[src/design/pin_mux_regs.vh]
// register map, field positions and reset values for the configuration and pin mux block
`ifndef PIN_MUX_REGS_VH
`define PIN_MUX_REGS_VH
`define ADDR_STRAP_CAPTURE_0 32'h40000000
`define ADDR_STRAP_CAPTURE_1 32'h40000004
`define ADDR_HOST_PORT_CONFIG 32'h40000008
`define ADDR_HOST_ADDR_TOP_BYTE 32'h4000000c
`define ADDR_HOST_ADDR_UPPER_MID_BYTE 32'h40000010
`define ADDR_TIMER_CAPTURE_SOURCE 32'h40000014
`define ADDR_AUDIO0_MUTE_SELECT 32'h40000018
`define ADDR_AUDIO1_MUTE_SELECT 32'h4000001c
`define ADDR_AUDIO2_MUTE_SELECT 32'h40000020
`define ADDR_BUS_BRIDGE_RESET 32'h40000024
`define ADDR_PIN_MUX_CONFIG 32'h40000028
// host_port_config fields
`define HPC_ENABLE_BIT 0
`define HPC_NONMUXED_BIT 1
`define HPC_OVERRIDE_BIT 2
// timer_capture_source fields: two 3-bit selects
`define TCS_SEL0_LSB 0
`define TCS_SEL1_LSB 4
`define TCS_SEL_W 3
`define TCS_NUM_EVENTS 6
// bus_bridge_reset field
`define BBR_RESET_BIT 0
// pin_mux_config fields
`define PMC_A_OPT_LSB 0
`define PMC_A_OPT_W 2
`define PMC_B_OPT_LSB 4
`define PMC_B_OPT_W 3
`define PMC_OWNER_LSB 8
`define PMC_OWNER_W 6
// option codes
`define A_OPT_SPI_ONLY 2'h0
`define A_OPT_SPI3_TWB 2'h1
`define A_OPT_TWO_WIRE 2'h2
`define B_OPT_5PIN 3'h0
`define B_OPT_4PIN_NO_ENA 3'h1
`define B_OPT_4PIN_NO_SCS 3'h2
`define B_OPT_3PIN 3'h3
`define B_OPT_OFF 3'h4
// reset values
`define RST_ZERO 32'h00000000
// strap capture delay after reset release, covers the pin synchroniser
`define STRAP_CAPTURE_CYCLE 2'h2
`endif

[src/design/device_config_pin_mux.v]
// device configuration register bank with apb slave and shared pin multiplexing
//
// Notes on behaviour
// - two strap registers each hold eight pin levels caught at reset release
// - host port config gives host port enable and muxed or non-muxed mode
// - top address byte applies in non-muxed mode or with override enabled
// - upper-middle address byte applies under the same conditions
// - timer capture source picks one of six audio dma events per capture
// - one mute select register per audio port picks its mute input pin
// - bridge register drives reset of the internal bus bridge
// - five port a pins: spi only, spi 3-pin plus two-wire b, two-wire only
// - with two-wire only, slave-in pin stays usable as gpio via port a
// - port b and audio pins share in five options of data pin counts
// - each shared audio data pin owner is selectable per pin
// - pin is output when any enabled sharer drives it
// - with several drivers, fixed highest priority sharer gives the value
// - sampled pin level goes to every sharer at once
`timescale 1ns/10ps
`include "pin_mux_regs.vh"
module device_config_pin_mux #(
  parameter MUTE_SRC_N = 16,
  parameter MUTE_SEL_W = 4
) (
  input wire pclk,
  input wire presetn,
  input wire psel,
  input wire penable,
  input wire pwrite,
  input wire [31:0] paddr,
  input wire [31:0] pwdata,
  output reg [31:0] prdata,
  output wire pready,
  output wire pslverr,
  input wire [7:0] strap_pins_0,
  input wire [7:0] strap_pins_1,
  output wire universal_host_port_enable,
  output wire nonmuxed_host_select,
  output wire host_addr_ext_valid,
  output wire [7:0] host_addr_top_out,
  output wire [7:0] host_addr_upper_mid_out,
  input wire [5:0] audio_dma_events,
  output reg [1:0] timer_capture_in,
  input wire [MUTE_SRC_N-1:0] mute_source_pins,
  output reg audio0_mute_input,
  output reg audio1_mute_input,
  output reg audio2_mute_input,
  output wire internal_bus_bridge_reset,
  input wire [4:0] pad_a_in,
  output reg [4:0] pad_a_out,
  output reg [4:0] pad_a_oe,
  input wire [4:0] spi_a_out,
  input wire [4:0] spi_a_oe,
  output wire [4:0] spi_a_in,
  input wire [1:0] two_wire_a_out,
  input wire [1:0] two_wire_a_oe,
  output wire [1:0] two_wire_a_in,
  input wire [1:0] two_wire_b_out,
  input wire [1:0] two_wire_b_oe,
  output wire [1:0] two_wire_b_in,
  input wire [10:0] pad_b_in,
  output reg [10:0] pad_b_out,
  output reg [10:0] pad_b_oe,
  input wire [10:0] audio_a_data_out,
  input wire [10:0] audio_a_data_oe,
  output wire [10:0] audio_a_data_in,
  input wire [5:0] audio_b_data_out,
  input wire [5:0] audio_b_data_oe,
  output wire [5:0] audio_b_data_in,
  input wire [4:0] spi_b_out,
  input wire [4:0] spi_b_oe,
  output wire [4:0] spi_b_in
);

  localparam RAW_W = MUTE_SRC_N + 32;

  // pick one bit of a vector by index, zero beyond the range
  function pick_bit;
    input [31:0] vec;
    input [31:0] idx;
    input [31:0] lim;
    begin
      if (idx < lim) begin
        pick_bit = vec[idx];
      end else begin
        pick_bit = 1'b0;
      end
    end
  endfunction

  // value from the first of up to three enabled drivers
  function prio3;
    input e0;
    input d0;
    input e1;
    input d1;
    input d2;
    begin
      if (e0) begin
        prio3 = d0;
      end else if (e1) begin
        prio3 = d1;
      end else begin
        prio3 = d2;
      end
    end
  endfunction

  reg [RAW_W-1:0] sync1_ff;
  reg [RAW_W-1:0] sync2_ff;
  reg [1:0] strap_cnt_ff;
  reg strap_done_ff;
  reg [7:0] strap0_ff;
  reg [7:0] strap1_ff;
  reg [2:0] host_cfg_ff;
  reg [7:0] addr_top_ff;
  reg [7:0] addr_mid_ff;
  reg [2:0] cap_sel0_ff;
  reg [2:0] cap_sel1_ff;
  reg [MUTE_SEL_W-1:0] mute0_ff;
  reg [MUTE_SEL_W-1:0] mute1_ff;
  reg [MUTE_SEL_W-1:0] mute2_ff;
  reg bridge_rst_ff;
  reg [1:0] a_opt_ff;
  reg [2:0] b_opt_ff;
  reg [5:0] owner_ff;
  wire [RAW_W-1:0] pins_raw;
  wire [4:0] pa_s;
  wire [10:0] pb_s;
  wire [MUTE_SRC_N-1:0] mute_s;
  wire wr_en;
  reg hit;
  reg [4:0] en_spi_a;
  reg [1:0] en_twa;
  reg [1:0] en_twb;
  reg [10:0] en_aud_a;
  reg [5:0] en_aud_b;
  reg [4:0] en_spi_b;
  reg [10:0] oe_a_b;
  reg [10:0] d_a_b;
  reg [10:0] oe_b_b;
  reg [10:0] d_b_b;
  reg [10:0] oe_s_b;
  reg [10:0] d_s_b;
  integer i;
  integer j;

  // all pin inputs pass two flops before use
  assign pins_raw = {mute_source_pins, strap_pins_1, strap_pins_0, pad_b_in, pad_a_in};
  always @(posedge pclk or negedge presetn) begin
    if (!presetn) begin
      sync1_ff <= {RAW_W{1'b0}};
      sync2_ff <= {RAW_W{1'b0}};
    end else begin
      sync1_ff <= pins_raw;
      sync2_ff <= sync1_ff;
    end
  end
  assign pa_s = sync2_ff[4:0];
  assign pb_s = sync2_ff[15:5];
  assign mute_s = sync2_ff[RAW_W-1:32];

  // straps caught once the synchroniser holds post-release levels
  always @(posedge pclk or negedge presetn) begin
    if (!presetn) begin
      strap_cnt_ff <= 2'h0;
      strap_done_ff <= 1'b0;
      strap0_ff <= 8'h00;
      strap1_ff <= 8'h00;
    end else if (!strap_done_ff) begin
      strap_cnt_ff <= strap_cnt_ff + 2'h1;
      if (strap_cnt_ff == `STRAP_CAPTURE_CYCLE) begin
        strap_done_ff <= 1'b1;
        strap0_ff <= sync2_ff[23:16];
        strap1_ff <= sync2_ff[31:24];
      end
    end
  end

  // apb slave: no wait states, error on unmapped address
  assign pready = 1'b1;
  assign pslverr = psel & penable & ~hit;
  assign wr_en = psel & penable & pwrite;

  // address decode and read mux, unused bits read zero
  always @* begin
    hit = 1'b1;
    prdata = `RST_ZERO;
    case (paddr)
      `ADDR_STRAP_CAPTURE_0: prdata = {24'h000000, strap0_ff};
      `ADDR_STRAP_CAPTURE_1: prdata = {24'h000000, strap1_ff};
      `ADDR_HOST_PORT_CONFIG: prdata = {29'h00000000, host_cfg_ff};
      `ADDR_HOST_ADDR_TOP_BYTE: prdata = {24'h000000, addr_top_ff};
      `ADDR_HOST_ADDR_UPPER_MID_BYTE: prdata = {24'h000000, addr_mid_ff};
      `ADDR_TIMER_CAPTURE_SOURCE: prdata = {25'h0000000, cap_sel1_ff, 1'b0, cap_sel0_ff};
      `ADDR_AUDIO0_MUTE_SELECT: prdata[MUTE_SEL_W-1:0] = mute0_ff;
      `ADDR_AUDIO1_MUTE_SELECT: prdata[MUTE_SEL_W-1:0] = mute1_ff;
      `ADDR_AUDIO2_MUTE_SELECT: prdata[MUTE_SEL_W-1:0] = mute2_ff;
      `ADDR_BUS_BRIDGE_RESET: prdata = {31'h00000000, bridge_rst_ff};
      `ADDR_PIN_MUX_CONFIG: prdata = {18'h00000, owner_ff, 1'b0, b_opt_ff, 2'h0, a_opt_ff};
      default: hit = 1'b0;
    endcase
  end

  // register writes take effect in the access phase
  always @(posedge pclk or negedge presetn) begin
    if (!presetn) begin
      host_cfg_ff <= 3'h0;
      addr_top_ff <= 8'h00;
      addr_mid_ff <= 8'h00;
      cap_sel0_ff <= 3'h0;
      cap_sel1_ff <= 3'h0;
      mute0_ff <= {MUTE_SEL_W{1'b0}};
      mute1_ff <= {MUTE_SEL_W{1'b0}};
      mute2_ff <= {MUTE_SEL_W{1'b0}};
      bridge_rst_ff <= 1'b0;
      a_opt_ff <= `A_OPT_SPI_ONLY;
      b_opt_ff <= `B_OPT_5PIN;
      owner_ff <= 6'h00;
    end else if (wr_en) begin
      case (paddr)
        `ADDR_HOST_PORT_CONFIG: host_cfg_ff <= pwdata[2:0];
        `ADDR_HOST_ADDR_TOP_BYTE: addr_top_ff <= pwdata[7:0];
        `ADDR_HOST_ADDR_UPPER_MID_BYTE: addr_mid_ff <= pwdata[7:0];
        `ADDR_TIMER_CAPTURE_SOURCE: begin
          cap_sel0_ff <= pwdata[`TCS_SEL0_LSB+:`TCS_SEL_W];
          cap_sel1_ff <= pwdata[`TCS_SEL1_LSB+:`TCS_SEL_W];
        end
        `ADDR_AUDIO0_MUTE_SELECT: mute0_ff <= pwdata[MUTE_SEL_W-1:0];
        `ADDR_AUDIO1_MUTE_SELECT: mute1_ff <= pwdata[MUTE_SEL_W-1:0];
        `ADDR_AUDIO2_MUTE_SELECT: mute2_ff <= pwdata[MUTE_SEL_W-1:0];
        `ADDR_BUS_BRIDGE_RESET: bridge_rst_ff <= pwdata[`BBR_RESET_BIT];
        `ADDR_PIN_MUX_CONFIG: begin
          a_opt_ff <= pwdata[`PMC_A_OPT_LSB+:`PMC_A_OPT_W];
          b_opt_ff <= pwdata[`PMC_B_OPT_LSB+:`PMC_B_OPT_W];
          owner_ff <= pwdata[`PMC_OWNER_LSB+:`PMC_OWNER_W];
        end
        default: host_cfg_ff <= host_cfg_ff;
      endcase
    end
  end

  // host port enable, mode and upper address bytes
  assign universal_host_port_enable = host_cfg_ff[`HPC_ENABLE_BIT];
  assign nonmuxed_host_select = host_cfg_ff[`HPC_NONMUXED_BIT];
  assign host_addr_ext_valid = host_cfg_ff[`HPC_NONMUXED_BIT] | host_cfg_ff[`HPC_OVERRIDE_BIT];
  assign host_addr_top_out = host_addr_ext_valid ? addr_top_ff : 8'h00;
  assign host_addr_upper_mid_out = host_addr_ext_valid ? addr_mid_ff : 8'h00;

  // bridge held in reset while the control bit is set
  assign internal_bus_bridge_reset = bridge_rst_ff;

  // timer capture inputs and mute inputs registered from their selected sources
  always @(posedge pclk or negedge presetn) begin
    if (!presetn) begin
      timer_capture_in <= 2'h0;
      audio0_mute_input <= 1'b0;
      audio1_mute_input <= 1'b0;
      audio2_mute_input <= 1'b0;
    end else begin
      timer_capture_in[0] <= pick_bit({26'h0, audio_dma_events}, {29'h0, cap_sel0_ff},
                                      `TCS_NUM_EVENTS);
      timer_capture_in[1] <= pick_bit({26'h0, audio_dma_events}, {29'h0, cap_sel1_ff},
                                      `TCS_NUM_EVENTS);
      audio0_mute_input <= pick_bit(mute_s, mute0_ff, MUTE_SRC_N);
      audio1_mute_input <= pick_bit(mute_s, mute1_ff, MUTE_SRC_N);
      audio2_mute_input <= pick_bit(mute_s, mute2_ff, MUTE_SRC_N);
    end
  end

  // port a group: which sharer owns each of the five pins per option
  always @* begin
    en_spi_a = 5'h1f;
    en_twa = 2'h0;
    en_twb = 2'h0;
    case (a_opt_ff)
      `A_OPT_SPI_ONLY: en_spi_a = 5'h1f;
      `A_OPT_SPI3_TWB: begin
        en_spi_a = 5'h07;
        en_twb = 2'h3;
      end
      `A_OPT_TWO_WIRE: begin
        en_spi_a = 5'h02;
        en_twa = 2'h3;
        en_twb = 2'h3;
      end
      default: en_spi_a = 5'h1f;
    endcase
  end

  // port a pads: pin order somi/sda, simo, clk/scl, scs/scl_b, ena/sda_b
  always @* begin
    pad_a_oe[0] = (en_spi_a[0] & spi_a_oe[0]) | (en_twa[0] & two_wire_a_oe[0]);
    pad_a_out[0] = prio3(en_spi_a[0] & spi_a_oe[0], spi_a_out[0], 1'b1,
                         two_wire_a_out[0], 1'b0);
    pad_a_oe[1] = en_spi_a[1] & spi_a_oe[1];
    pad_a_out[1] = spi_a_out[1];
    pad_a_oe[2] = (en_spi_a[2] & spi_a_oe[2]) | (en_twa[1] & two_wire_a_oe[1]);
    pad_a_out[2] = prio3(en_spi_a[2] & spi_a_oe[2], spi_a_out[2], 1'b1,
                         two_wire_a_out[1], 1'b0);
    pad_a_oe[3] = (en_spi_a[3] & spi_a_oe[3]) | (en_twb[1] & two_wire_b_oe[1]);
    pad_a_out[3] = prio3(en_spi_a[3] & spi_a_oe[3], spi_a_out[3], 1'b1,
                         two_wire_b_out[1], 1'b0);
    pad_a_oe[4] = (en_spi_a[4] & spi_a_oe[4]) | (en_twb[0] & two_wire_b_oe[0]);
    pad_a_out[4] = prio3(en_spi_a[4] & spi_a_oe[4], spi_a_out[4], 1'b1,
                         two_wire_b_out[0], 1'b0);
  end

  // sampled pin levels fan out to every sharer
  assign spi_a_in = pa_s;
  assign two_wire_a_in = {pa_s[2], pa_s[0]};
  assign two_wire_b_in = {pa_s[3], pa_s[4]};

  // port b group: spi b pins per option, audio pins take what is left
  always @* begin
    en_spi_b = 5'h00;
    case (b_opt_ff)
      `B_OPT_5PIN: en_spi_b = 5'h1f;
      `B_OPT_4PIN_NO_ENA: en_spi_b = 5'h1d;
      `B_OPT_4PIN_NO_SCS: en_spi_b = 5'h1e;
      `B_OPT_3PIN: en_spi_b = 5'h1c;
      `B_OPT_OFF: en_spi_b = 5'h00;
      default: en_spi_b = 5'h00;
    endcase
    // pins 5..9 go to audio a when spi b leaves them, pins 10..15 always
    en_aud_a = {6'h3f, ~en_spi_b};
    en_aud_b = 6'h00;
    // pins 13..8 carry audio b data 0..5, owner bit i hands data i pin to audio b
    for (i = 0; i < 6; i = i + 1) begin
      if (owner_ff[i] && en_aud_a[10-i-2]) begin
        en_aud_b[i] = 1'b1;
        en_aud_a[10-i-2] = 1'b0;
      end
    end
  end

  // per pin drivers of the port b group, pin index 0 is audio a data 0
  always @* begin
    oe_a_b = en_aud_a & audio_a_data_oe;
    d_a_b = audio_a_data_out;
    oe_b_b = 11'h000;
    d_b_b = 11'h000;
    oe_s_b = 11'h000;
    d_s_b = 11'h000;
    for (j = 0; j < 6; j = j + 1) begin
      oe_b_b[j+3] = en_aud_b[5-j] & audio_b_data_oe[5-j];
      d_b_b[j+3] = audio_b_data_out[5-j];
    end
    // spi b pin order: scs, ena, clk, somi, simo on pins 5..9
    for (j = 0; j < 5; j = j + 1) begin
      oe_s_b[j] = en_spi_b[j] & spi_b_oe[j];
      d_s_b[j] = spi_b_out[j];
    end
    for (j = 0; j < 11; j = j + 1) begin
      pad_b_oe[j] = oe_a_b[j] | oe_b_b[j] | oe_s_b[j];
      pad_b_out[j] = prio3(oe_a_b[j], d_a_b[j], oe_b_b[j], d_b_b[j], d_s_b[j]);
    end
  end

  // every sharer of a port b pin sees the same sampled level
  assign audio_a_data_in = pb_s;
  assign audio_b_data_in = {pb_s[3], pb_s[4], pb_s[5], pb_s[6], pb_s[7], pb_s[8]};
  assign spi_b_in = pb_s[4:0];

endmodule

[config.mk]
export PLATFORM = sky130hd
export DESIGN_NAME = device_config_pin_mux
export DESIGN_NICKNAME = d
export VERILOG_FILES = /design/src/design/device_config_pin_mux.v
export VERILOG_INCLUDE_DIRS = /design/src /design/src/design
export SDC_FILE = /design/constraint.sdc
export NUM_CORES = 1
export LEC_CHECK = 0
export ABC_AREA = 1
export BUFFER_PORTS_ARGS = -buffer_cell sky130_fd_sc_hd__buf_4
export CORE_ASPECT_RATIO = 1.4
export CORE_MARGIN = 5
export CORE_UTILIZATION = 46
export CTS_BUF_LIST = sky130_fd_sc_hd__clkbuf_2
export DETAILED_ROUTE_END_ITERATION = 8
export PLACE_DENSITY_LB_ADDON = 0.3
export RECOVER_POWER = 100
export SETUP_SLACK_MARGIN = 0.3
export SKIP_CTS_REPAIR_TIMING = 1
export SLEW_MARGIN = 10
export SYNTH_ARGS = -nofsm -noshare
export SYNTH_HDL_FRONTEND = slang
export SYNTH_SLANG_ARGS = --single-unit
[constraint.sdc]
create_clock -name pclk -period 1.4 [get_ports pclk]
set_input_delay 0 -clock pclk [delete_from_list [all_inputs] [get_ports pclk]]
set_output_delay 0 -clock pclk [all_outputs]
set_load 0.03 [all_outputs]
### Word level (Yosys, flattened, before mapping)

Cells that the tools add are included.

* logic and storage cells: 161
* bits in registers: 169
* output and inout port bits: 122
* input bits: 185

* magnitude comparators: 7
* reduce and logical (&&, ||, !) cells: 15
* equality and inequality tests: 17
* muxes and demuxes: 56
* bitwise gates (word level): 43
* $add $sub $neg: 1

Operators with widths (number)
* $eq 32x31->1 const B: 11
* $pmux 10 s6: 1
* $pmux 4 s11: 1
* $mux 1: 43
* $and 1x1->1: 23
* $pmux 5 s4: 1
* $reduce_and 2->1: 10
* $lt 4x6->1 const B: 3
* $mux 8: 2
* $or 1x1->1: 16
* $bmux 1 s4: 3
* $lt 3x6->1 const B: 2
* $and 11x11->11: 1
* $reduce_or 11->1: 1
* $pmux 5 s2: 1
* $bmux 1 s3: 2
* $eq 3x2->1 const B: 2
* $lt 3x3->1 const B: 2
* $not 5->5: 1
* $eq 2x2->1 const B: 2
* $mux 2: 2
* $eq 3x1->1 const B: 1
* $logic_not 3->1: 1
* $add 2x1->2 const B: 1
* 4 further kinds: 6

### Depth between registers and ports, before layout

Gate-level depths: netlist of run 1.

* depth after elaboration: 8
* depth in mapped cells: 12
* mapped depth without buffers: 11

### Worst setup path before layout of run 1

OpenSTA, ideal clock, no wires.

* path kind: register to register
* start: register strap_cnt_ff[0]
* end: register strap0_ff[2]
* data required time: 1.275 ns
* arrival time: 1.394 ns
* buffers on the path: 1
* cell stages (with the launch flop): 6
* library setup time: 0.125 ns
* period minus slack after synthesis: 1.519 ns
* slack: -0.119 ns
* cells stage by stage: dfrtp_1 inv_1 ha_1 nand2_1 buf_2 mux2_2

* longest elaborated chain between the ends: 2

Ends and longest elaborated chain
* start: declaration: line device_config_pin_mux.v:110 `reg [1:0] strap_cnt_ff;`
* start signal: assignment: line device_config_pin_mux.v:170 `strap_cnt_ff <= strap_cnt_ff + 2'h1;`
* $eq 2x2->1 (no line)
* $reduce_and 2->1 (no line)
* end signal: assignment: line device_config_pin_mux.v:173 `strap0_ff <= sync2_ff[23:16];`
* end: declaration: line device_config_pin_mux.v:112 `reg [7:0] strap0_ff;`

Every way passes these cells.
A chain may end at the register's enable or synchronous reset.

### Worst setup path after layout of run 1

* start: register b_opt_ff[2]
* end: output port pad_b_out[3]

* longest elaborated chain between the ends: 8
* elaborated cells on any way between the ends: 13
* classes of those cells: eq/ne: 3; mux: 5; bitwise: 3; reduce/logical: 2

Ends and longest elaborated chain
* start: declaration: line device_config_pin_mux.v:124 `reg [2:0] b_opt_ff;`
* start signal: assignment: line device_config_pin_mux.v:217 `` b_opt_ff <= `B_OPT_5PIN; ``
* start signal: assignment: line device_config_pin_mux.v:234 `` b_opt_ff <= pwdata[`PMC_B_OPT_LSB+:`PMC_B_OPT_W]; ``
* $eq 3x2->1, or another cell as far along: line device_config_pin_mux.v:316 `case (b_opt_ff)`
* $pmux 5 s4 (*): line device_config_pin_mux.v:316
* $not 5->5 (*): line device_config_pin_mux.v:325 `en_aud_a = {6'h3f, ~en_spi_b};`
* $logic_and 1x1->1: line device_config_pin_mux.v:329 `if (owner_ff[i] && en_aud_a[10-i-2]) begin`
* $mux 1: line device_config_pin_mux.v:329
* $and 1x1->1: line device_config_pin_mux.v:345 `oe_b_b[j+3] = en_aud_b[5-j] & audio_b_data_oe[5-j];`
* $mux 1: line device_config_pin_mux.v:100 `end else if (e1) begin`
* $mux 1 (*): line device_config_pin_mux.v:98 `if (e0) begin`
* end: declaration: line device_config_pin_mux.v:61 `output reg [10:0] pad_b_out,`

Mark *: on every way between the ends. The rest lies on a longest branch, timed or not.

==> results of run 1 <==
==> flip-flops by register name, indices dropped and copies added (netlist names), 4 cells and up <==
name and flops:
owner_ff 6, mute0_ff 4, strap1_ff 8, sync1_ff 48, strap0_ff 8, mute1_ff 4, sync2_ff 48, mute2_ff 4
addr_top_ff 8, addr_mid_ff 8
==> final cells by class <==
cell class	count	area (um2)
flip-flops and latches	169	4240
fillers	1190	4240
repair buffers	453	4130
multi-input cells	527	3120
inverters	108	413
well taps	203	254
clock inverters	15	184
clock buffers	17	85.1
diodes	1	2.50
==> cell usage in the layout (no fill, tap or decap), types with 4 or more instances in the layout <==
cell and instances:
dfrtp_1 159, o22ai_1 4, nand2_2 31, a21oi_1 20, dfrtp_2 10, clkinv_1 4
a21oi_2 4, clkbuf_1 4, dlygate4sd3_1 125, clkbuf_4 53, mux2_4 18, nand2_4 6
nor2_2 21, nor2_4 22, inv_6 5, inv_1 71, nand3_1 42, buf_4 171
buf_6 91, conb_1 19, o21ai_1 52, nor2_1 53, nand3_2 11, nand2_1 156
inv_2 32, o211ai_1 10, o21ai_0 13, buf_12 5, o21ai_2 22, nand4_1 4
clkbuf_2 17
==> power groups by stage <==
| stage | Sequential (uW) | Clock [uW] | Combinational (uW) |
|---|---|---|---|
| CTS | 5120 | 2930 | 1200 |
| global route | 5160 | 3130 | 1690 |
| floorplan | 5200 | 0 | 600 |
| finish | 5140 | 2820 | 1580 |
| global placement | 5200 | 0 | 1180 |
| detailed placement | 5210 | 0 | 1200 |
==> worst paths after layout <==
kind,from,to,cells after the start
max,b_opt_ff[2],pad_b_out[3],4
min,paddr[2],internal_bus_bridge_reset,8
max in group asynchronous,presetn,strap1_ff[2],4
min in group asynchronous,presetn,sync2_ff[40],3
min reg2reg,sync1_ff[32],sync2_ff[32],0
max reg2reg,strap_cnt_ff[0],strap0_ff[0],5
==> stage by stage <==
step / instances / utilization / area (um2)
2_1_floorplan: 877 / - / 8030
3_3_place_gp: 1299 / 0.597 / 9960
3_5_place_dp: 1299 / 0.597 / 9960
4_1_cts: 1331 / 0.613 / 10200
5_1_grt: 1493 / 0.746 / 12400
6_report: 1493 / 0.746 / 12400
==> critical path: cells and delay by family (launching register included) <==
kind          cells  cell delay, ns
mux               2            0.58
flops             1            0.51
buf+inv           1            0.14
simple gates      1            0.12
==> logic make-up after synthesis <==
| kind of cell | synth area share |
|---|---|
| and+or+nand+nor | 0.200 |
| other | 0.000966 |
| DFF | 0.544 |
| AOI/OAI and AO/OA | 0.0988 |
| xor gates and xnor gates | 0.00113 |
| adders and majority gates | 0.00483 |
| buffers and inverters | 0.118 |
| muxes | 0.0319 |
==> per-layer routing <==
layer	GRT usage	up-vias	part of all wire
met5	0	-	0
met4	0.0849	0	0.035
met3	0.0572	53	0.064
met2	0.353	293	0.54
met1	0.228	3403	0.37
li1	-	3505	-
==> out/metrics.cfg, run 1 <==
[sta]
max_slew_margin = 0.290
fin_crit_ns = 2.06
rsz0062_at_grt = yes
fin_ws_ns = -0.661
min_period_over_period = 1.47
report.final.slew_viol_count = 0
final-setup-viol-count = 116
whs_ns = -0.0504
tightest_slew_ns = 1.06
fmax_ghz = 0.485
hold_viol = 3
fin_worst_skew_ns = 0.0327
setup_tns_ns = -22.08

[detailed_routing]
drtIter0Drc = 305
vias = 7254
drc = 0
wl_um = 23500
via_per_inst = 4.86
wl_per_cell_um = 15.7
dr.pass1.iters = 7
antenna_left = 0

[final_layout]
final_nets = 1464
syn_to_final_growth_pct = 60.0
drive_above_1_share = 0.424

[setup_path]
rrSetupSlack_ns = -0.07
crit_path_end_kind = primary output
path_class = reg2out
worstPathMaxFanout = 4
startpoint_type = flip-flop
cp.arrival_ns = 2.06
path_common_cell = mux2_4
path_cells = nand3_2 -> mux2_4 -> mux2_4 -> buf_6
slowest_delay_ns = 0.51
critPathSlowestCell = dfrtp_2
required_ns = 1.40

[flow_run]
cap_violations = 0

[grt]
grt_overflow = 0
grt_max_degree = 47
antenna_found_initial = 1
grt_pass1_vias = 6395
grt_first_pass_wirelength_um = 31300
grt_usage = 0.201

[yosys]
yosysTopAreaCell = dfrtp_1
ys.flop_type = dfrtp_1
syn_area_per_cell_um2 = 9.04
yosysMostFrequentCell = nand2_1
ys_warn_count = 0
synth_cell_types = 34
synthArstFlopShare = 1.00
syn_area_um2 = 7770
synth_edf_count = 0
netlist_instances = 860
synth.area.top_cells = dfrtp_1, nand2_1, buf_4, inv_1, nor2_1
ys_seq_elements = 169
synth_top_cell_area_share = 0.544
yosysSeqAreaShare = 0.544
synth_top_cells_by_count = nand2_1, dfrtp_1, inv_1

[placement]
io_buffers = 265
routabilityCongestion = 0.874
hpwl_um = 15500
dp_slack_ns = -0.0497

[cts]
clkLatencyLatePin_ns = 0.70
clockBufferDepth = 2
clk_pin_slew_worst_paths_ns = 0.26
cts_sinks = 169
cts_max_level = 4
root_buffer = clkbuf_2
numCtsBuffers = 17
cts_tree = built

[pwr]
peakVddDrop_uv = 943
power_uw = 9540
p_sw_frac = 0.275
p_switching_uw = 2620
intPower_uw = 6920
power_density_nw_per_um2 = 767
p_leak_uw = 0.00600
clkPwrFrac = 0.296
p_seq_frac = 0.539
combinationalPowerShare = 0.166

[floorplan]
dieArea_um2 = 19600
coreArea_um2 = 16700
die_w_um = 120
num_rows = 56
die_h_um = 164
floorplan.initialDensity = 0.466
io_pins = 307

[min_path]
holdCritPathClass = in2reg

[run_status]
status = finished with violations
violations = negative hold slack, negative setup slack

(Power assumes the default switching activity.)
==> inputs of run 2 (changes only) <==
==> constraint.sdc (replaced) <==
create_clock -name pclk -period 1.4 [get_ports pclk]
set_input_delay 0.28 -clock pclk [delete_from_list [all_inputs] [get_ports pclk]]
set_output_delay 0.28 -clock pclk [all_outputs]
set_load 0.03 [all_outputs]
==> out/metrics.cfg, run 2 (synthesized netlist as in run 1, its figures left out) <==
[sta]
setup_tns_ns = -48.90  ; was -22.08 ns
fin_ws_ns = -0.941  ; was -0.661 ns
max_slew_margin = 0.334  ; was 0.290
final-setup-viol-count = 109  ; was 116
fin_crit_ns = 2.34  ; was 2.06 ns
report.final.slew_viol_count = 0  ; unchanged
rsz0062_at_grt = yes  ; unchanged
min_period_over_period = 1.67  ; was 1.47
fmax_ghz = 0.427  ; was 0.485 GHz
fin_worst_skew_ns = 0.0353  ; was 0.0327 ns
tightest_slew_ns = 1.00  ; was 1.06 ns
hold_viol = 0  ; was 3

[detailed_routing]
via_per_inst = 5.09  ; was 4.86
vias = 7585  ; was 7254
wl_um = 26300  ; was 23500 um
drc = 0  ; unchanged
dr.pass1.iters = 8  ; was 7
wl_per_cell_um = 17.6  ; was 15.7 um
drtIter0Drc = 446  ; was 305
antenna_left = 0  ; unchanged

[final_layout]
multi_input_area_um2 = 3730  ; was 3120 um2
fillers = 1018  ; was 1190
reg.largest.list = sync1_ff (48), sync2_ff (48)  ; unchanged
drive_above_1_share = 0.521  ; was 0.424
mostFrequentLayoutCells = dfrtp_1, buf_4, buf_6  ; was buf_4, dfrtp_1, nand2_1
register_area_um2 = 4230  ; was 4240 um2
final_cells = 1489  ; was 1493
fin_area_um2 = 13000  ; was 12400 um2
syn_to_final_growth_pct = 67.7  ; was 60.0%
final_nets = 1460  ; was 1464
layout_commonest_cell = dfrtp_1  ; was buf_4

[grt]
grt_overflow = 0  ; unchanged
grt_pass1_vias = 6734  ; was 6395
grt_usage = 0.208  ; was 0.201
grt_first_pass_wirelength_um = 32600  ; was 31300 um
antenna_found_initial = 1  ; unchanged
grt_max_degree = 41  ; was 47

[cts]
numCtsBuffers = 17  ; unchanged
cts_sinks = 169  ; unchanged
root_buffer = clkbuf_2  ; unchanged
clkLatencyLatePin_ns = 0.71  ; was 0.70 ns
clk_pin_slew_worst_paths_ns = 0.29  ; was 0.26 ns
cts_tree = built  ; unchanged
cts_max_level = 4  ; unchanged
clockBufferDepth = 2  ; unchanged

[flow_run]
cap_violations = 0  ; unchanged

[floorplan]
coreArea_um2 = 16700  ; unchanged
die_w_um = 120  ; unchanged
floorplan.initialDensity = 0.466  ; unchanged
die_h_um = 164  ; unchanged
num_rows = 56  ; unchanged
dieArea_um2 = 19600  ; unchanged
io_pins = 307  ; unchanged

[setup_path]
path_class = reg2out  ; unchanged
cp.arrival_ns = 2.06  ; about the same
worstPathMaxFanout = 3  ; was 4
startpoint_type = flip-flop  ; unchanged
required_ns = 1.12  ; was 1.40 ns
crit_path_end_kind = primary output  ; unchanged
worst_r2r_path_depth = 6  ; was 5

[placement]
io_buffers = 265  ; unchanged
placedCellCount = 1343  ; was 1299
routabilityCongestion = 0.914  ; was 0.874
hpwl_um = 16400  ; was 15500 um
placed_cell_area_um2 = 10900  ; was 9960 um2

[min_path]
hold_path_depth = 8  ; unchanged
holdCritPathClass = in2reg  ; unchanged

[pwr]
power_uw = 9470  ; was 9540 uW
p_leak_uw = 0.00619  ; was 0.00600 uW
power_density_nw_per_um2 = 727  ; was 767 nW/um2
peakVddDrop_uv = 954  ; was 943 uV

[run_status]
violations = negative setup slack  ; was negative hold slack, negative setup slack
status = finished with violations  ; unchanged

## run 2: cell count changes in the layout (fill, tap and decap cells not counted), moves of 15 or more
| cell | previous run | this run |
|---|---|---|
| dlygate4sd3_1 | 125 | 70 |
| buf_6 | 91 | 144 |
| nand2_1 | 156 | 121 |
| nor2_4 | 22 | 46 |
| buf_4 | 171 | 148 |
| nand2_4 | 6 | 26 |
| inv_1 | 71 | 56 |
| nor2_1 | 53 | 38 |
## run 2: final cells by class
class,count,share of cell area
Multi-Input combinational cell,532,0.286
Sequential cell,169,0.325
Clock inverter,14,0.0123
Antenna cell,1,0.000192
Tap cell,203,0.0195
Timing Repair Buffer,444,0.314
Clock buffer,18,0.00691
Inverter,108,0.0358
## run 2: layer usage
layer / share of wire / global-route usage / vias up / wire length [um]
met4: 0.040 / 0.0761 / 0 / 1050
met2: 0.54 / 0.378 / 386 / 14300
li1: - / - / 3506 / -
met5: 0 / 0 / - / 0
met1: 0.35 / 0.235 / 3609 / 9150
met3: 0.068 / 0.0527 / 84 / 1780
## run 2: where the power goes
| group | leakage (uW) | switching (uW) | total (uW) | internal, uW |
|---|---|---|---|---|
| Clock | 0.000154 | 1820 | 2700 | 886 |
| Combinational | 0.00396 | 813 | 1620 | 806 |
| Sequential | 0.00207 | 89.6 | 5150 | 5060 |
| Total | 0.00619 | 2720 | 9470 | 6750 |
## run 2: final timing paths
kind | from | slack (ns) | endpoint
max in group asynchronous | presetn | 0.18 | strap1_ff[1]
max reg2reg | mute0_ff[0] | -0.15 | audio0_mute_input
min in group asynchronous | presetn | 0.23 | sync1_ff[8]
max | owner_ff[5] | -0.94 | pad_b_out[3]
min | paddr[9] | 0.11 | mute0_ff[0]
min reg2reg | sync1_ff[21] | 0.37 | sync2_ff[21]
## run 2: per-stage QoR
stage	hold WS (ns)	setup WS (ns)	util
finish	0.110	-0.941	0.782
global route	0.0773	-1.05	0.782
CTS	-0.611	-1.02	0.670
detailed placement	0.232	-0.591	0.655
global placement	0.236	-0.573	0.655
floorplan	-0.0156	-0.186	-
## run 2: critical path: stages (launching register included)
cell and delay, ns:
dfrtp_1 0.49, nand3_2 0.12, mux2_4 0.31, mux2_4 0.27
buf_6 0.14
==> inputs of run 3 (changes only) <==
--- a/config.mk
+++ b/config.mk
@@ -13,7 +13,8 @@
 export CORE_UTILIZATION = 46
 export CTS_BUF_LIST = sky130_fd_sc_hd__clkbuf_2
 export DETAILED_ROUTE_END_ITERATION = 8
-export PLACE_DENSITY_LB_ADDON = 0.3
+export GPL_ROUTABILITY_DRIVEN = 0
+export PLACE_DENSITY = 0.87
 export RECOVER_POWER = 100
 export SETUP_SLACK_MARGIN = 0.3
 export SKIP_CTS_REPAIR_TIMING = 1
==> out/metrics.cfg, run 3 (synthesized netlist as in run 1, its figures left out) <==
[run_status]
status = finished with violations  ; unchanged
violations = negative setup slack  ; unchanged

[pwr]
power_density_nw_per_um2 = 738  ; was 727 nW/um2
p_switching_uw = 2650  ; was 2720 uW
intPower_uw = 6700  ; was 6750 uW
p_seq_frac = 0.551  ; was 0.544
p_sw_frac = 0.283  ; was 0.287
combinationalPowerShare = 0.168  ; was 0.171
p_leak_uw = 0.00600  ; was 0.00619 uW
peakVddDrop_uv = 692  ; was 954 uV
clkPwrFrac = 0.281  ; was 0.285

[sta]
fin_crit_ns = 2.30  ; was 2.34 ns
hold_viol = 0  ; unchanged
final-setup-viol-count = 125  ; was 109
fin_worst_skew_ns = 0.0531  ; was 0.0353 ns
tightest_slew_ns = 0.834  ; was 1.00 ns
fin_ws_ns = -0.903  ; was -0.941 ns
min_period_over_period = 1.64  ; was 1.67
rsz0062_at_grt = yes  ; unchanged
max_slew_margin = 0.444  ; was 0.334
report.final.slew_viol_count = 0  ; unchanged
fmax_ghz = 0.434  ; was 0.427 GHz
whs_ns = 0.147  ; was 0.110 ns

[grt]
grt_first_pass_wirelength_um = 33900  ; was 32600 um
grt_overflow = 0  ; unchanged
grt_usage = 0.215  ; was 0.208
grt_pass1_vias = 7091  ; was 6734
grt_max_degree = 37  ; was 41
antenna_found_initial = 1  ; unchanged

[cts]
clockBufferDepth = 2  ; unchanged
numCtsBuffers = 17  ; unchanged
clkLatencyLatePin_ns = 0.70  ; was 0.71 ns
cts_sinks = 169  ; unchanged
cts_tree = built  ; unchanged
cts_max_level = 4  ; unchanged
root_buffer = clkbuf_2  ; unchanged
clk_pin_slew_worst_paths_ns = 0.27  ; was 0.29 ns

[setup_path]
worst-path-stages = 4  ; unchanged
worst_r2r_path_depth = 4  ; was 6
reg2reg_to = strap1_ff[0]  ; was audio0_mute_input
startpoint_type = flip-flop  ; unchanged
crit_start = b_opt_ff[2]  ; was owner_ff[5]
path_common_cell = mux2_4  ; unchanged
cp.arrival_ns = 2.02  ; was 2.06 ns
path_class = reg2out  ; unchanged
required_ns = 1.12  ; about the same
reg2reg_from = strap_cnt_ff[0]  ; was mute0_ff[0]
path_buf_inv = 1  ; unchanged
endpoint = pad_b_out[3]  ; unchanged
slowest_delay_ns = 0.49  ; about the same
critPathSlowestCell = dfrtp_1  ; unchanged
critical_path.top_delay_family = multiplexers  ; unchanged
crit_path_end_kind = primary output  ; unchanged
path_cells = nand3_2 -> mux2_4 -> mux2_4 -> buf_6  ; unchanged
worstPathMaxFanout = 3  ; unchanged
rrSetupSlack_ns = -0.06  ; was -0.15 ns

[floorplan]
die_h_um = 164  ; unchanged
io_pins = 307  ; unchanged
num_rows = 56  ; unchanged
coreArea_um2 = 16700  ; unchanged
die_w_um = 120  ; unchanged
dieArea_um2 = 19600  ; unchanged
floorplan.initialDensity = 0.466  ; unchanged

[min_path]
hold_start = audio_dma_events[0]  ; was paddr[9]
holdCritPathClass = in2reg  ; unchanged

[detailed_routing]
drtIter0Drc = 459  ; was 446
wl_per_cell_um = 18.0  ; was 17.6 um
vias = 7681  ; was 7585
wl_um = 26400  ; was 26300 um
drc = 0  ; unchanged
antenna_left = 0  ; unchanged
dr.pass1.iters = 4  ; was 8
via_per_inst = 5.23  ; was 5.09

[final_layout]
final_nets = 1438  ; was 1460
drive_above_1_share = 0.511  ; was 0.521
layout_commonest_cell = dfrtp_1  ; unchanged
reg.largest.list = sync1_ff (48), sync2_ff (48)  ; unchanged
mostFrequentLayoutCells = dfrtp_1, buf_4, nand2_1  ; was dfrtp_1, buf_4, buf_6
syn_to_final_growth_pct = 62.8  ; was 67.7%

[placement]
io_buffers = 265  ; unchanged
hpwl_um = 17000  ; was 16400 um
dp_slack_ns = -0.561  ; was -0.591 ns

[flow_run]
cap_violations = 0  ; unchanged

## run 3: cell types whose count changed in the layout (fill, tap and decap cells not counted), sizes merged
cell         change
clkinv           +3
dlygate4sd3      -1
nand2            -2
buf              -8
inv              -3
nor2             -1
diode            +1
clkinvlp         +1
clkbuf          -11
## run 3: stage by stage
stage / cells / total power (uW) / TNS [ns] / area [um2] / util
floorplan: 877 / 5860 / -3.65 / 8630 / -
global placement: 1337 / 6480 / -18.93 / 10800 / 0.650
detailed placement: 1337 / 6520 / -21.25 / 10800 / 0.650
CTS: 1369 / 9140 / -49.85 / 11100 / 0.665
global route: 1467 / 9750 / -61.39 / 12700 / 0.759
finish: 1468 / 9340 / -47.36 / 12700 / 0.759
## run 3: area by class of cell
| class | instances | area (um2) |
|---|---|---|
| Fill cell | 1023 | 4020 |
| Antenna cell | 2 | 5.00 |
| Clock buffer | 17 | 85.1 |
| Multi-Input combinational cell | 529 | 3600 |
| Sequential cell | 169 | 4240 |
| Timing Repair Buffer | 425 | 3860 |
| Inverter | 108 | 449 |
| Tap cell | 203 | 254 |
| Clock inverter | 15 | 163 |
## run 3: worst min-delay path by stage
stage / to / slack [ns] / depth (start not counted)
after floorplan: a_opt_ff[0] / -0.02 / 0
after global placement: sync2_ff[2] / 0.20 / 1
after detailed placement: sync1_ff[2] / 0.20 / 1
after CTS: sync1_ff[2] / -0.62 / 1
after global routing: timer_capture_in[0] / 0.08 / 7
final: timer_capture_in[0] / 0.15 / 7
## run 3: power groups by stage
stage / Clock (uW) / Combinational [uW] / Sequential [uW]
after global placement: 0 / 1270 / 5210
after global routing: 2910 / 1670 / 5170
after detailed placement: 0 / 1300 / 5220
after CTS: 2710 / 1300 / 5130
after floorplan: 0 / 652 / 5200
final: 2630 / 1570 / 5150
## run 3: tightest hold or removal path, cell delays in order
cell	delay, ns
buf_4	0.09
inv_1	0.07
nand2_1	0.08
o21ai_1	0.06
o22ai_1	0.12
nand2_1	0.09
o31ai_2	0.06
## run 3: metal layers
metal / track usage / up-vias / wire [um]
li1: - / 3448 / -
met1: 0.238 / 3668 / 8790
met2: 0.394 / 440 / 14000
met3: 0.0506 / 125 / 2000
met4: 0.0933 / 0 / 1600
met5: 0 / - / 0
